==> config.mk <==
export PLATFORM = sky130hd
export DESIGN_NAME = sdmc_mode_ctrl
export DESIGN_NICKNAME = d
export VERILOG_FILES = /design/src/logic/sdmc_pkg.sv /design/src/logic/sdmc_conv_timer.sv /design/src/logic/sdmc_evt.sv /design/src/logic/sdmc_mode_ctrl.sv
export VERILOG_INCLUDE_DIRS = /design/src /design/src/logic
export SDC_FILE = /design/constraint.sdc
export NUM_CORES = 1
export LEC_CHECK = 0
export BUFFER_PORTS_ARGS = -buffer_cell sky130_fd_sc_hd__buf_2
export CAP_MARGIN = 20
export CELL_PAD_IN_SITES_DETAIL_PLACEMENT = 0
export CELL_PAD_IN_SITES_GLOBAL_PLACEMENT = 1
export CORE_MARGIN = 2
export CORE_UTILIZATION = 44
export DETAILED_ROUTE_END_ITERATION = 8
export PLACE_DENSITY = 0.85
export SYNTH_ARGS = -nofsm -noshare
export SYNTH_HDL_FRONTEND = slang
export SYNTH_SLANG_ARGS = --single-unit
export TNS_END_PERCENT = 100
==> constraint.sdc <==
create_clock -name pclk -period 5.1 [get_ports pclk]
set_clock_uncertainty 0.15 [all_clocks]
set_input_delay 1.275 -clock pclk [delete_from_list [all_inputs] [get_ports pclk]]
set_output_delay 1.275 -clock pclk [all_outputs]
set_load 0.01 [all_outputs]
==> src/logic/sdmc_params.svh <==
// constants of the converter mode control block: offsets, fields, resets, timing
// assumes a 40 MHz pclk and a 32.768 kHz modulator clock
`ifndef SDMC_PARAMS_SVH
`define SDMC_PARAMS_SVH
// ==========================================
// register byte offsets
`define SDMC_MODE_OFS 8'h00
`define SDMC_DECIM_OFS 8'h04
`define SDMC_STAT_OFS 8'h08
`define SDMC_MASK_OFS 8'h0C
`define SDMC_RES0_OFS 8'h10
`define SDMC_RES1_OFS 8'h14
// ==========================================
// reset values and masks
`define SDMC_MODE_RST 8'h08
`define SDMC_DECIM_RST 8'h45
`define SDMC_MODE_WMASK 8'h7F
// ==========================================
// mode field codes
`define SDMC_MD_OFF 3'h0
`define SDMC_MD_IDLE 3'h1
`define SDMC_MD_SINGLE 3'h2
`define SDMC_MD_CONT 3'h3
`define SDMC_MD_ZS_INT 3'h4
`define SDMC_MD_FS_INT 3'h5
`define SDMC_MD_ZS_SYS 3'h6
`define SDMC_MD_FS_SYS 3'h7
// ==========================================
// status bit positions
`define SDMC_ST_RDY0 0
`define SDMC_ST_RDY1 1
`define SDMC_ST_CAL 2
`define SDMC_ST_NOTCH 3
// ==========================================
// decimation limits and timing
`define SDMC_NOTCH_MIN_SF 8'h44
`define SDMC_SF_MIN_CHOP_OFF 8'h03
`define SDMC_SF_MIN_CHOP_ON 8'h0D
`define SDMC_TICKS_CHOP_OFF 13'h0008
`define SDMC_TICKS_CHOP_ON 13'h0018
`define SDMC_PCLK_HZ 40000000
`define SDMC_MOD_HZ 32768
`define SDMC_MOD_DIV (`SDMC_PCLK_HZ / `SDMC_MOD_HZ)
`endif

==> src/logic/sdmc_pkg.sv <==
// types of the converter mode control block
// assumes sdmc_params.svh for all numbers
`default_nettype none
package sdmc_pkg;
   typedef enum logic [1:0] {ST_OFF, ST_IDLE, ST_RUN} sdmc_state_type;
   typedef struct packed {
      logic spare;
      logic notch;
      logic en0;
      logic en1;
      logic chop_dis;
      logic [2:0] mode;
   } sdmc_ctrl_type;
   typedef struct packed {
      logic psel;
      logic penable;
      logic pwrite;
      logic [7:0] paddr;
      logic [31:0] pwdata;
   } sdmc_apb_req_type;
   typedef struct packed {
      logic [31:0] prdata;
      logic pready;
      logic pslverr;
   } sdmc_apb_rsp_type;
   typedef struct packed {
      logic pwr0;
      logic pwr1;
      logic mod_clk_en;
      logic filt_rst;
      logic chop_on;
      logic notch;
      logic short_in;
      logic ref_in;
      logic sys_zero;
      logic sys_full;
      logic [7:0] decim_eff;
   } sdmc_ana_type;
   typedef struct packed {
      logic [15:0] div;
      logic [12:0] tick;
      logic done;
   } sdmc_tmr_type;
   typedef struct packed {
      logic [3:0] status;
      logic [3:0] mask;
   } sdmc_evt_type;
   typedef struct packed {
      sdmc_ctrl_type ctrl;
      logic [7:0] decim;
      logic [23:0] res0;
      logic [23:0] res1;
      logic [31:0] prdata;
      logic restart;
      sdmc_state_type st;
      sdmc_ana_type ana;
   } sdmc_top_type;
endpackage
`default_nettype wire
==> src/logic/sdmc_conv_timer.sv <==
// conversion timer: one done pulse per filter output period
// assumes run and restart come from logic on pclk
`include "sdmc_params.svh"
`default_nettype none
module sdmc_conv_timer #(
   parameter int unsigned MOD_DIV = `SDMC_MOD_DIV
) (
   // clock and reset
   input wire logic pclk,
   input wire logic presetn,
   // control
   input wire logic run,
   input wire logic restart,
   input wire logic chop_on,
   input wire logic [7:0] sf,
   // event
   output logic done
);
   import sdmc_pkg::*;
   sdmc_tmr_type s_q, s_d;
   logic [12:0] len;
   // ==========================================
   // period: 8 modulator clocks per sf step, three times that with chop
   always_comb begin
      len = 13'(sf) * (chop_on ? `SDMC_TICKS_CHOP_ON : `SDMC_TICKS_CHOP_OFF);
      s_d = s_q;
      s_d.done = 1'b0;
      if (!run || restart) begin
         s_d.div = 16'h0000;
         s_d.tick = 13'h0000;
      end else if (s_q.div == 16'(MOD_DIV - 1)) begin
         s_d.div = 16'h0000;
         if (s_q.tick == len - 13'h0001) begin
            s_d.tick = 13'h0000;
            s_d.done = 1'b1;
         end else begin
            s_d.tick = s_q.tick + 13'h0001;
         end
      end else begin
         s_d.div = s_q.div + 16'h0001;
      end
   end
   always_ff @(posedge pclk or negedge presetn) begin
      if (!presetn) s_q <= '0;
      else s_q <= s_d;
   end
   assign done = s_q.done;
endmodule
`default_nettype wire

==> src/logic/sdmc_evt.sv <==
// sticky event flags, write-one-to-clear, with mask and one level interrupt
// assumes set, clr and mask_we come from logic on pclk
`default_nettype none
module sdmc_evt (
   // clock and reset
   input wire logic pclk,
   input wire logic presetn,
   // events and software access
   input wire logic [3:0] set,
   input wire logic [3:0] clr,
   input wire logic mask_we,
   input wire logic [3:0] mask_wdata,
   // state
   output logic [3:0] status,
   output logic [3:0] mask,
   output logic irq
);
   import sdmc_pkg::*;
   sdmc_evt_type s_q, s_d;
   // ==========================================
   // set beats clear so no event is lost
   always_comb begin
      s_d = s_q;
      s_d.status = (s_q.status & ~clr) | set;
      if (mask_we) s_d.mask = mask_wdata;
   end
   always_ff @(posedge pclk or negedge presetn) begin
      if (!presetn) s_q <= '0;
      else s_q <= s_d;
   end
   assign status = s_q.status;
   assign mask = s_q.mask;
   assign irq = |(s_q.status & s_q.mask);
endmodule
`default_nettype wire

==> src/logic/sdmc_mode_ctrl.sv <==
// converter mode control: mode register, decimation word, results, events
// assumes an APB master on pclk and filter samples valid on pclk
//
// The APB register port and the placing of the registers were decided locally.
`include "sdmc_params.svh"
`default_nettype none
module sdmc_mode_ctrl #(
   parameter int unsigned MOD_DIV = `SDMC_MOD_DIV
) (
   // clock and reset
   input wire logic pclk,
   input wire logic presetn,
   // register bus
   input wire sdmc_pkg::sdmc_apb_req_type apb_req,
   output sdmc_pkg::sdmc_apb_rsp_type apb_rsp,
   // filter outputs
   input wire logic [23:0] primary_sample,
   input wire logic [23:0] auxiliary_sample,
   // converter control
   output sdmc_pkg::sdmc_ana_type ana,
   output logic irq
);
   import sdmc_pkg::*;

   sdmc_top_type s_q, s_d;
   sdmc_ctrl_type wctrl;
   logic setup;
   logic wr;
   logic wr_mode;
   logic wr_decim;
   logic wr_stat;
   logic wr_mask;
   logic done;
   logic notch_evt;
   logic [3:0] ev_set;
   logic [3:0] ev_clr;
   logic [3:0] status;
   logic [3:0] mask;
   logic [31:0] rd;
   logic [7:0] wbyte;

   // ==========================================
   // helpers
   function automatic logic sdmc_hit(input logic [7:0] a);
      return a == `SDMC_MODE_OFS || a == `SDMC_DECIM_OFS ||
         a == `SDMC_STAT_OFS || a == `SDMC_MASK_OFS ||
         a == `SDMC_RES0_OFS || a == `SDMC_RES1_OFS;
   endfunction

   // low words would stall the filter, so they are raised to the floor
   function automatic logic [7:0] sdmc_clamp(input logic [7:0] sf,
                                             input logic chop_dis);
      logic [7:0] lo;
      lo = chop_dis ? `SDMC_SF_MIN_CHOP_OFF : `SDMC_SF_MIN_CHOP_ON;
      return (sf < lo) ? lo : sf;
   endfunction

   // ==========================================
   // bus decode
   assign setup = apb_req.psel & ~apb_req.penable;
   assign wr = apb_req.psel & apb_req.penable & apb_req.pwrite;
   assign wbyte = apb_req.pwdata[7:0];
   assign wr_mode = wr && apb_req.paddr == `SDMC_MODE_OFS;
   assign wr_decim = wr && apb_req.paddr == `SDMC_DECIM_OFS;
   assign wr_stat = wr && apb_req.paddr == `SDMC_STAT_OFS;
   assign wr_mask = wr && apb_req.paddr == `SDMC_MASK_OFS;
   // bit 7 never stored
   assign wctrl = sdmc_ctrl_type'(wbyte & `SDMC_MODE_WMASK);

   assign apb_rsp.pready = 1'b1;
   assign apb_rsp.pslverr = apb_req.psel & apb_req.penable &
      ~sdmc_hit(apb_req.paddr);
   assign apb_rsp.prdata = s_q.prdata;

   always_comb begin
      rd = 32'h0000_0000;
      unique case (apb_req.paddr)
         `SDMC_MODE_OFS: rd[7:0] = s_q.ctrl;
         `SDMC_DECIM_OFS: rd[7:0] = s_q.decim;
         `SDMC_STAT_OFS: rd[3:0] = status;
         `SDMC_MASK_OFS: rd[3:0] = mask;
         `SDMC_RES0_OFS: rd[23:0] = s_q.res0;
         `SDMC_RES1_OFS: rd[23:0] = s_q.res1;
         default: rd = 32'h0000_0000;
      endcase
   end

   // ==========================================
   // events
   // notch below the floor is software's error; flagged, not blocked
   assign notch_evt = (wr_mode && wctrl.notch &&
      s_q.decim < `SDMC_NOTCH_MIN_SF) ||
      (wr_decim && s_q.ctrl.notch && wbyte < `SDMC_NOTCH_MIN_SF);

   always_comb begin
      ev_set = 4'h0;
      if (done && s_q.st == ST_RUN) begin
         if (s_q.ctrl.mode == `SDMC_MD_SINGLE ||
             s_q.ctrl.mode == `SDMC_MD_CONT) begin
            ev_set[`SDMC_ST_RDY0] = s_q.ctrl.en0;
            ev_set[`SDMC_ST_RDY1] = s_q.ctrl.en1;
         end else begin
            ev_set[`SDMC_ST_CAL] = 1'b1;
         end
      end
      ev_set[`SDMC_ST_NOTCH] = notch_evt;
   end
   assign ev_clr = wr_stat ? wbyte[3:0] : 4'h0;

   // ==========================================
   // next state
   always_comb begin
      s_d = s_q;
      s_d.restart = wr_mode;
      if (setup) s_d.prdata = rd;
      // finished conversion
      if (done && s_q.st == ST_RUN) begin
         unique case (s_q.ctrl.mode)
            `SDMC_MD_SINGLE: begin
               if (s_q.ctrl.en0) s_d.res0 = primary_sample;
               if (s_q.ctrl.en1) s_d.res1 = auxiliary_sample;
               s_d.ctrl.mode = `SDMC_MD_OFF;
            end
            `SDMC_MD_CONT: begin
               if (s_q.ctrl.en0) s_d.res0 = primary_sample;
               if (s_q.ctrl.en1) s_d.res1 = auxiliary_sample;
            end
            // calibration ends parked in idle, ready to convert
            default: s_d.ctrl.mode = `SDMC_MD_IDLE;
         endcase
      end
      // software write wins over the hardware mode return
      if (wr_mode) s_d.ctrl = wctrl;
      if (wr_decim) s_d.decim = wbyte;
      // mode field picks the state of the enabled converters
      if (!(s_d.ctrl.en0 || s_d.ctrl.en1) ||
          s_d.ctrl.mode == `SDMC_MD_OFF) begin
         s_d.st = ST_OFF;
      end else if (s_d.ctrl.mode == `SDMC_MD_IDLE) begin
         s_d.st = ST_IDLE;
      end else begin
         s_d.st = ST_RUN;
      end
      // analog controls follow the next register value
      s_d.ana.pwr0 = s_d.ctrl.en0 && s_d.ctrl.mode != `SDMC_MD_OFF;
      s_d.ana.pwr1 = s_d.ctrl.en1 && s_d.ctrl.mode != `SDMC_MD_OFF;
      s_d.ana.mod_clk_en = s_d.st != ST_OFF;
      s_d.ana.filt_rst = s_d.st != ST_RUN;
      s_d.ana.chop_on = ~s_d.ctrl.chop_dis;
      s_d.ana.notch = s_d.ctrl.notch;
      s_d.ana.short_in = s_d.st == ST_RUN &&
         s_d.ctrl.mode == `SDMC_MD_ZS_INT;
      s_d.ana.ref_in = s_d.st == ST_RUN &&
         s_d.ctrl.mode == `SDMC_MD_FS_INT;
      s_d.ana.sys_zero = s_d.st == ST_RUN &&
         s_d.ctrl.mode == `SDMC_MD_ZS_SYS;
      s_d.ana.sys_full = s_d.st == ST_RUN &&
         s_d.ctrl.mode == `SDMC_MD_FS_SYS;
      s_d.ana.decim_eff = sdmc_clamp(s_d.decim, s_d.ctrl.chop_dis);
   end

   always_ff @(posedge pclk or negedge presetn) begin
      if (!presetn) begin
         s_q <= '0;
         s_q.ctrl <= sdmc_ctrl_type'(`SDMC_MODE_RST);
         s_q.decim <= `SDMC_DECIM_RST;
         s_q.st <= ST_OFF;
         s_q.ana.filt_rst <= 1'b1;
         s_q.ana.decim_eff <= `SDMC_DECIM_RST;
      end else begin
         s_q <= s_d;
      end
   end

   assign ana = s_q.ana;

   // ==========================================
   // submodules
   sdmc_conv_timer #(
      .MOD_DIV(MOD_DIV)
   ) u_timer (
      .pclk(pclk),
      .presetn(presetn),
      .run(s_q.st == ST_RUN),
      .restart(s_q.restart),
      .chop_on(s_q.ana.chop_on),
      .sf(s_q.ana.decim_eff),
      .done(done)
   );

   sdmc_evt u_evt (
      .pclk(pclk),
      .presetn(presetn),
      .set(ev_set),
      .clr(ev_clr),
      .mask_we(wr_mask),
      .mask_wdata(wbyte[3:0]),
      .status(status),
      .mask(mask),
      .irq(irq)
   );
endmodule
`default_nettype wire

==> results of run 1 <==
-- flip-flops by register name, summed over array words and instances (netlist names) --
signal	flops
u_evt.status	4
s_q	65
ana	18
u_timer.done	1
apb_rsp	24
u_timer.s_q	29
u_evt.mask	4
-- per-stage QoR --
step	util [%]	hold slack (ns)	total power, mW	instances
final	51.8	0.326	2.72	986
after global routing	51.7	0.351	2.83	985
after detailed placement	47.6	0.316	1.43	950
after global placement	47.6	0.313	1.42	950
after CTS	51.3	0.330	2.75	982
after floorplan	-	0.301	1.35	687
-- cells in the mapped netlist (all sizes together) (4+ instances only) --
| cell type | instances |
|---|---|
| xor2 | 19 |
| o2bb2ai | 4 |
| a21oi | 9 |
| a21boi | 4 |
| dfstp | 8 |
| nor4 | 5 |
| a221oi | 4 |
| and4 | 4 |
| and3 | 9 |
| nand4 | 10 |
| dfrtp | 137 |
| or3 | 4 |
| clkbuf | 18 |
| buf | 56 |
| mux2i | 4 |
| nor4b | 5 |
| mux2 | 71 |
| nand2 | 64 |
| nor2 | 32 |
| xnor2 | 18 |
| o21ai | 32 |
| a21o | 4 |
| a22oi | 22 |
| nor3b | 5 |
| ha | 32 |
| nor3 | 15 |
| nand3 | 16 |
| inv | 35 |
-- where the power goes --
group	switching [mW]	internal [mW]	leakage, nW
logic	0.121	0.0956	1.87
clock network	0.517	0.789	0.302
registers	0.0174	1.18	1.86
total	0.656	2.06	4.04
-- critical path: cells and delay by family --
family	cells	cell delay, ns
buf+inv	3	0.38
mux	2	0.79
compound gates	3	0.47
fa+ha+maj	1	0.33
simple gates	5	1.28
-- metal layers --
layer	up-vias	part of all wire, %
met5	-	0.16
li1	2473	-
met3	23	6.3
met4	4	1.4
met1	2596	42
met2	126	50
-- cell families (layout without fill, tap and decap cells) --
| logic type | after synthesis | count (layout) | synth area share, % |
|---|---|---|---|
| flops | 145 | 145 | 48.7 |
| buf+inv | 109 | 187 | 8.29 |
| mux | 75 | 75 | 11.3 |
| simple gates | 182 | 182 | 12.9 |
| xor+xnor | 37 | 37 | 4.34 |
| compound gates | 97 | 97 | 8.73 |
| other cells | 2 | 10 | 0.101 |
| fa+ha+maj | 33 | 33 | 5.63 |
-- final cells by class --
| cell class | instances | area, sq um |
|---|---|---|
| tap | 220 | 275 |
| fill | 1484 | 8000 |
| multi-input combinational | 433 | 3240 |
| timing repair buffer | 120 | 674 |
| antenna | 1 | 2.50 |
| clock inverter | 14 | 193 |
| clock buffer | 18 | 429 |
| sequential | 145 | 3640 |
| inverter | 35 | 131 |
-- cells in the final DEF (no fill, tap or decap), types with 3 or more instances in the layout --
cell type / netlist / final
a21boi_0: 4 / 4
a21o_1: 4 / 4
a21oi_1: 9 / 9
a221oi_1: 4 / 4
a222oi_1: 3 / 3
a22o_1: 3 / 3
a22oi_1: 22 / 22
and3_1: 9 / 9
and4_1: 3 / 3
buf_2: 3 / 111
buf_4: 51 / 5
bufinv_16: 0 / 3
clkbuf_16: 0 / 17
conb_1: 2 / 9
dfrtp_1: 137 / 137
dfstp_2: 8 / 8
ha_1: 32 / 32
inv_1: 35 / 35
inv_6: 0 / 5
inv_8: 0 / 3
mux2_2: 70 / 70
mux2i_1: 3 / 3
nand2_1: 64 / 64
nand3_1: 15 / 15
nand4_1: 10 / 10
nor2_1: 32 / 32
nor3_1: 14 / 14
nor3b_1: 5 / 5
nor4_1: 3 / 3
nor4b_1: 4 / 4
o21ai_0: 32 / 32
o22ai_1: 3 / 3
o2bb2ai_1: 4 / 4
or3_1: 3 / 3
xnor2_1: 18 / 18
xor2_1: 19 / 19
-- final timing paths --
check                             endpoint  cells after the start
min in group asynchronous  u_timer.s_q[23]                      1
max in group asynchronous           ana[0]                      3
setup / recovery                    ana[1]                     14
hold reg to reg                apb_rsp[20]                      2
setup reg to reg            u_timer.s_q[5]                     14
hold / removal                 apb_rsp[20]                      2
==> flow_summary.json, run 1 <==
{
  "status": "finished clean",
  "netlist_top_cells_area": "dfrtp_1 46%, mux2_2 11%, ha_1 5.4%",
  "first_pass_iters": 5,
  "synth.avg_cell_area_sq_um": 11.0,
  "syn_inst": 680,
  "crit_type": "in2reg",
  "drtIter0Drc": 306,
  "nNetsFinal": 878,
  "final_max_slew_viol_count": 0,
  "cts_resized": 0,
  "grt_max_degree": 123,
  "crit_chain": "buf_2 > or3_4 > nor4_4 > nand3_2 > inv_1 > mux2i_1 > inv_1 > ha_1 > a21o_1 > a21oi_1 > nor4b_1 > a31oi_1 > nor4_4 > mux2_2",
  "hold_buffers": 0,
  "timing.fmax_ghz": 0.229,
  "route.detailed.drc": 0,
  "finalHoldViolations": 0,
  "reg2reg_setup_slack_ns": 0.92,
  "slew_headroom_pct": 27.5,
  "clockBufferDepth": 2,
  "antenna_found_initial": 3,
  "cp-end-kind": "flip-flop",
  "synthDistinctLibCells": 61,
  "grt_use_total_pct": 19.0,
  "synth_top_cell_by_area": "dfrtp_1",
  "design_area_sq_um": 8580,
  "use_met3_pct": 6.95,
  "worstMarginPinSlew_ns": 1.08,
  "start_util_pct": 45.0,
  "min_period_ns": 4.36,
  "fp.dieW_um": 134,
  "totalWireLength_mm": 16.5,
  "via_count": 5222,
  "use_met2_pct": 32.3,
  "clockRootBuffer": "clkbuf_16",
  "setup_viol": 0,
  "placeableCoreArea_sq_um": 16600,
  "ys_ff_latch": 145,
  "crit_path_top_delay_cell": "or3_4",
  "p_leak_nw": 4.04,
  "pre_cts_ws_ns": 0.354,
  "crit_required_ns": 5.25,
  "rsz0062_at_grt": "false",
  "reg2reg_from": "ana[13]",
  "grt_pass1_wl_mm": 27.2,
  "ir_worst_vdd_v": 0.000218,
  "synth_ff_type": "dfrtp_1",
  "cts_tree": "done",
  "syn_area_sq_um": 7470,
  "grt_pass1_vias": 5469,
  "synthArstFlopShare_pct": 100,
  "die_h_um": 134,
  "path_clk_slew_ns": 0.06,
  "post-cts-setup-buffers": 0,
  "dieArea_sq_um": 18000,
  "synth.top_cell.area_share_pct": 45.9,
  "htree_levels": 4,
  "viasPerCell": 5.30,
  "wl_per_cell_um": 16.7,
  "p_per_area_nw_per_um2": 317,
  "synth_edf_count": 0,
  "min_from": "apb_rsp[20]",
  "areaGrowthSynthToFinish_pct": 14.9,
  "yosys_warnings": 0,
  "gr-max-usage-layer": "met2",
  "cts.sinks": 145,
  "ys_seq_area_share_pct": 48.7,
  "io_pins": 146,
  "ant_nets": 0,
  "cts-buffers-inserted": 17,
  "place_area_sq_um": 7890,
  "gr-total-overflow": 0,
  "period_share_pct": 85.5,
  "hold_class": "reg2reg",
  "setup_ws_ns": 0.737,
  "port_buffers": 112,
  "fin_tns_setup_ns": 0,
  "worstPathMaxFanout": 5,
  "hpwl_mm": 12.0,
  "clk_latency_ns": 0.42,
  "arrival_ns": 4.51,
  "use_met1_pct": 22.6,
  "layout-drive-gt1-share_pct": 31.4,
  "startpoint": "apb_req[37]",
  "crit_path_start_kind": "primary input",
  "rows": 47,
  "gp_congestion": 0.898,
  "drv_cap": 0,
  "slowest_delay_ns": 0.42
}
Note: power is estimated with default switching activity, not from simulation.
==> run 2, diff against run 1 <==
--- a/config.mk
+++ b/config.mk
@@ -16,5 +16,6 @@
 export PLACE_DENSITY = 0.85
 export SYNTH_ARGS = -nofsm -noshare
 export SYNTH_HDL_FRONTEND = slang
+export SYNTH_HIERARCHICAL = 1
 export SYNTH_SLANG_ARGS = --single-unit
 export TNS_END_PERCENT = 100
==> flow_summary.json, run 2 <==
{
  "final_max_slew_viol_count": 0,
  "start_util_pct": 44.7,
  "hpwl_mm": 11.6,
  "grt_pass1_wl_mm": 25.7,
  "p_per_area_nw_per_um2": 313,
  "cts.sinks": 145,
  "antenna_found_initial": 0,
  "cts_tree": "done",
  "post-route-util_pct": 50.8,
  "areaGrowthSynthToFinish_pct": 13.6,
  "synth.top_cell.area_share_pct": 44.8,
  "wl_per_cell_um": 15.7,
  "timing.fmax_ghz": 0.269,
  "path_clk_slew_ns": 0.06,
  "first_pass_iters": 5,
  "crit_type": "reg2reg",
  "startpoint": "ana[13]",
  "reg2reg_from": "ana[13]",
  "viasPerCell": 5.04,
  "crit_required_ns": 5.23,
  "io_pins": 146,
  "drv_cap": 0,
  "seqCellArea_sq_um": 3640,
  "via_count": 5072,
  "hold_class": "reg2reg",
  "dieArea_sq_um": 18500,
  "drtIter0Drc": 336,
  "synth_top_cell_by_area": "dfrtp_1",
  "ys_seq_area_share_pct": 47.6,
  "rows": 48,
  "ant_nets": 0,
  "worstPathMaxFanout": 10,
  "grt_max_degree": 89,
  "hold_buffers": 0,
  "grt_use_total_pct": 18.0,
  "htree_levels": 4,
  "final_common_cell": "dfrtp_1",
  "syn_inst": 692,
  "placeableCoreArea_sq_um": 17100,
  "netlist_top_cells_area": "dfrtp_1 45%, mux2_2 9.6%, buf_4 5.0%",
  "arrival_ns": 3.85,
  "setup_viol": 0,
  "crit_path_start_kind": "flip-flop",
  "synth_most_common_cell": "dfrtp_1",
  "gp_congestion": 0.791,
  "synth_edf_count": 0,
  "nNetsFinal": 892,
  "synthTopCellsByCount": "137 x dfrtp_1, 71 x nor2_1, 65 x mux2_2, 51 x buf_4, 47 x nand2_1",
  "status": "finished clean",
  "synthDistinctLibCells": 63,
  "synthArstFlopShare_pct": 100,
  "post-cts-setup-buffers": 0,
  "cp-end-kind": "flip-flop",
  "slew_headroom_pct": 30.3,
  "clockBufferDepth": 2,
  "route.detailed.drc": 0,
  "finalHoldViolations": 0,
  "worstMarginPinSlew_ns": 1.04,
  "ir_worst_vdd_v": 0.000241,
  "totalWireLength_mm": 15.8,
  "syn_area_sq_um": 7650,
  "multi_input_comb_area_sq_um": 3390,
  "top_register": "s_q",
  "gr-total-overflow": 0,
  "min_period_ns": 3.72,
  "port_buffers": 112,
  "grt_pass1_vias": 4908,
  "final_cell_mix": "137 x dfrtp_1, 111 x buf_2, 71 x nor2_1",
  "min_from": "apb_rsp[8]",
  "fin_tns_setup_ns": 0,
  "yosys_warnings": 6,
  "p_leak_nw": 4.12,
  "antenna_cells": 0,
  "synth_ff_type": "dfrtp_1",
  "fp.dieW_um": 136,
  "clk_latency_ns": 0.42,
  "fill_cells": 1615,
  "die_h_um": 136,
  "largest_reg_flops": 65,
  "layout-drive-gt1-share_pct": 32.0,
  "synth.avg_cell_area_sq_um": 11.1,
  "cts_resized": 0,
  "ys_ff_latch": 145,
  "clockRootBuffer": "clkbuf_16",
  "rsz0062_at_grt": "false",
  "period_share_pct": 72.9,
  "cts-buffers-inserted": 17
}
## run 2: changes by cell type in the layout (fill, tap and decap cells not counted), moves of 5 or more
cell / previous run / this run
nor2b_1: 1 / 7
nand2_1: 64 / 47
a22oi_1: 22 / 7
a221oi_1: 4 / 11
nor2_1: 32 / 71
mux2_2: 70 / 65
o21ai_0: 32 / 20
mux2i_1: 3 / 13
mux4_2: 0 / 7
inv_1: 35 / 43
nand4_1: 10 / 5
## run 2: final timing paths
kind	end	slack (ns)	cells past startpoint
setup / recovery	u_timer/s_q[8]	1.38	14
hold / removal	apb_rsp[8]	0.33	2
setup reg to reg	u_timer/s_q[8]	1.38	14
hold reg to reg	apb_rsp[8]	0.33	2
max in group asynchronous	apb_rsp[16]	3.06	2
min in group asynchronous	apb_rsp[24]	0.74	1
## run 2: worst max-delay path, cell delays in order (launching register included)
cell and delay (ns):
dfrtp_1 0.54, nand2_1 0.10, ha_1 0.28, inv_1 0.04, ha_1 0.28, ha_1 0.29
ha_1 0.21, inv_1 0.07, fa_1 0.43, xor2_1 0.15, nand4_1 0.15, nor3_2 0.22
nand3_2 0.13, o31ai_4 0.45, nor2_1 0.10
## run 2: metrics by stage
step,instance area (sq um),worst slack (ns),hold WS (ns),instances,power [mW]
after global routing,8690,1.10,0.356,1006,2.84
after detailed placement,8090,1.01,0.320,974,1.51
after floorplan,7680,1.46,0.298,699,1.42
after CTS,8690,1.32,0.334,1006,2.76
after global placement,8090,1.03,0.311,974,1.50
final,8690,1.38,0.328,1006,2.72
## run 2: layout make-up
cell class / instances / area share, %
timing repair buffer: 119 / 7.13
clock buffer: 21 / 5.41
multi-input combinational: 442 / 39.0
clock inverter: 11 / 1.48
inverter: 43 / 1.86
sequential: 145 / 41.9
tap: 225 / 3.24
## run 2: power by group
part	internal [mW]	switching [mW]	total (mW)
Clock	0.761	0.482	1.24
Sequential	1.19	0.0214	1.21
Combinational	0.118	0.154	0.271
## run 2: kinds of logic (layout without fill, tap and decap cells)
group	count (synthesis)	in the layout	share of synthesized area, %
compound gates	70	70	6.48
xor+xnor	39	39	4.47
flops	145	145	47.6
other cells	2	9	0.0982
simple gates	202	202	13.5
buf+inv	112	194	8.44
mux	91	91	14.3
fa+ha+maj	31	31	5.17
## run 2: per-layer routing
metal / global-route usage, % / part of all wire, % / up-vias / routed length [um]
met5: 0 / 0 / - / 0
met4: 5.03 / 1.3 / 0 / 201
met3: 3.99 / 3.9 / 18 / 615
met2: 27.3 / 46 / 98 / 7340
met1: 25.9 / 48 / 2487 / 7680
li1: - / - / 2469 / -
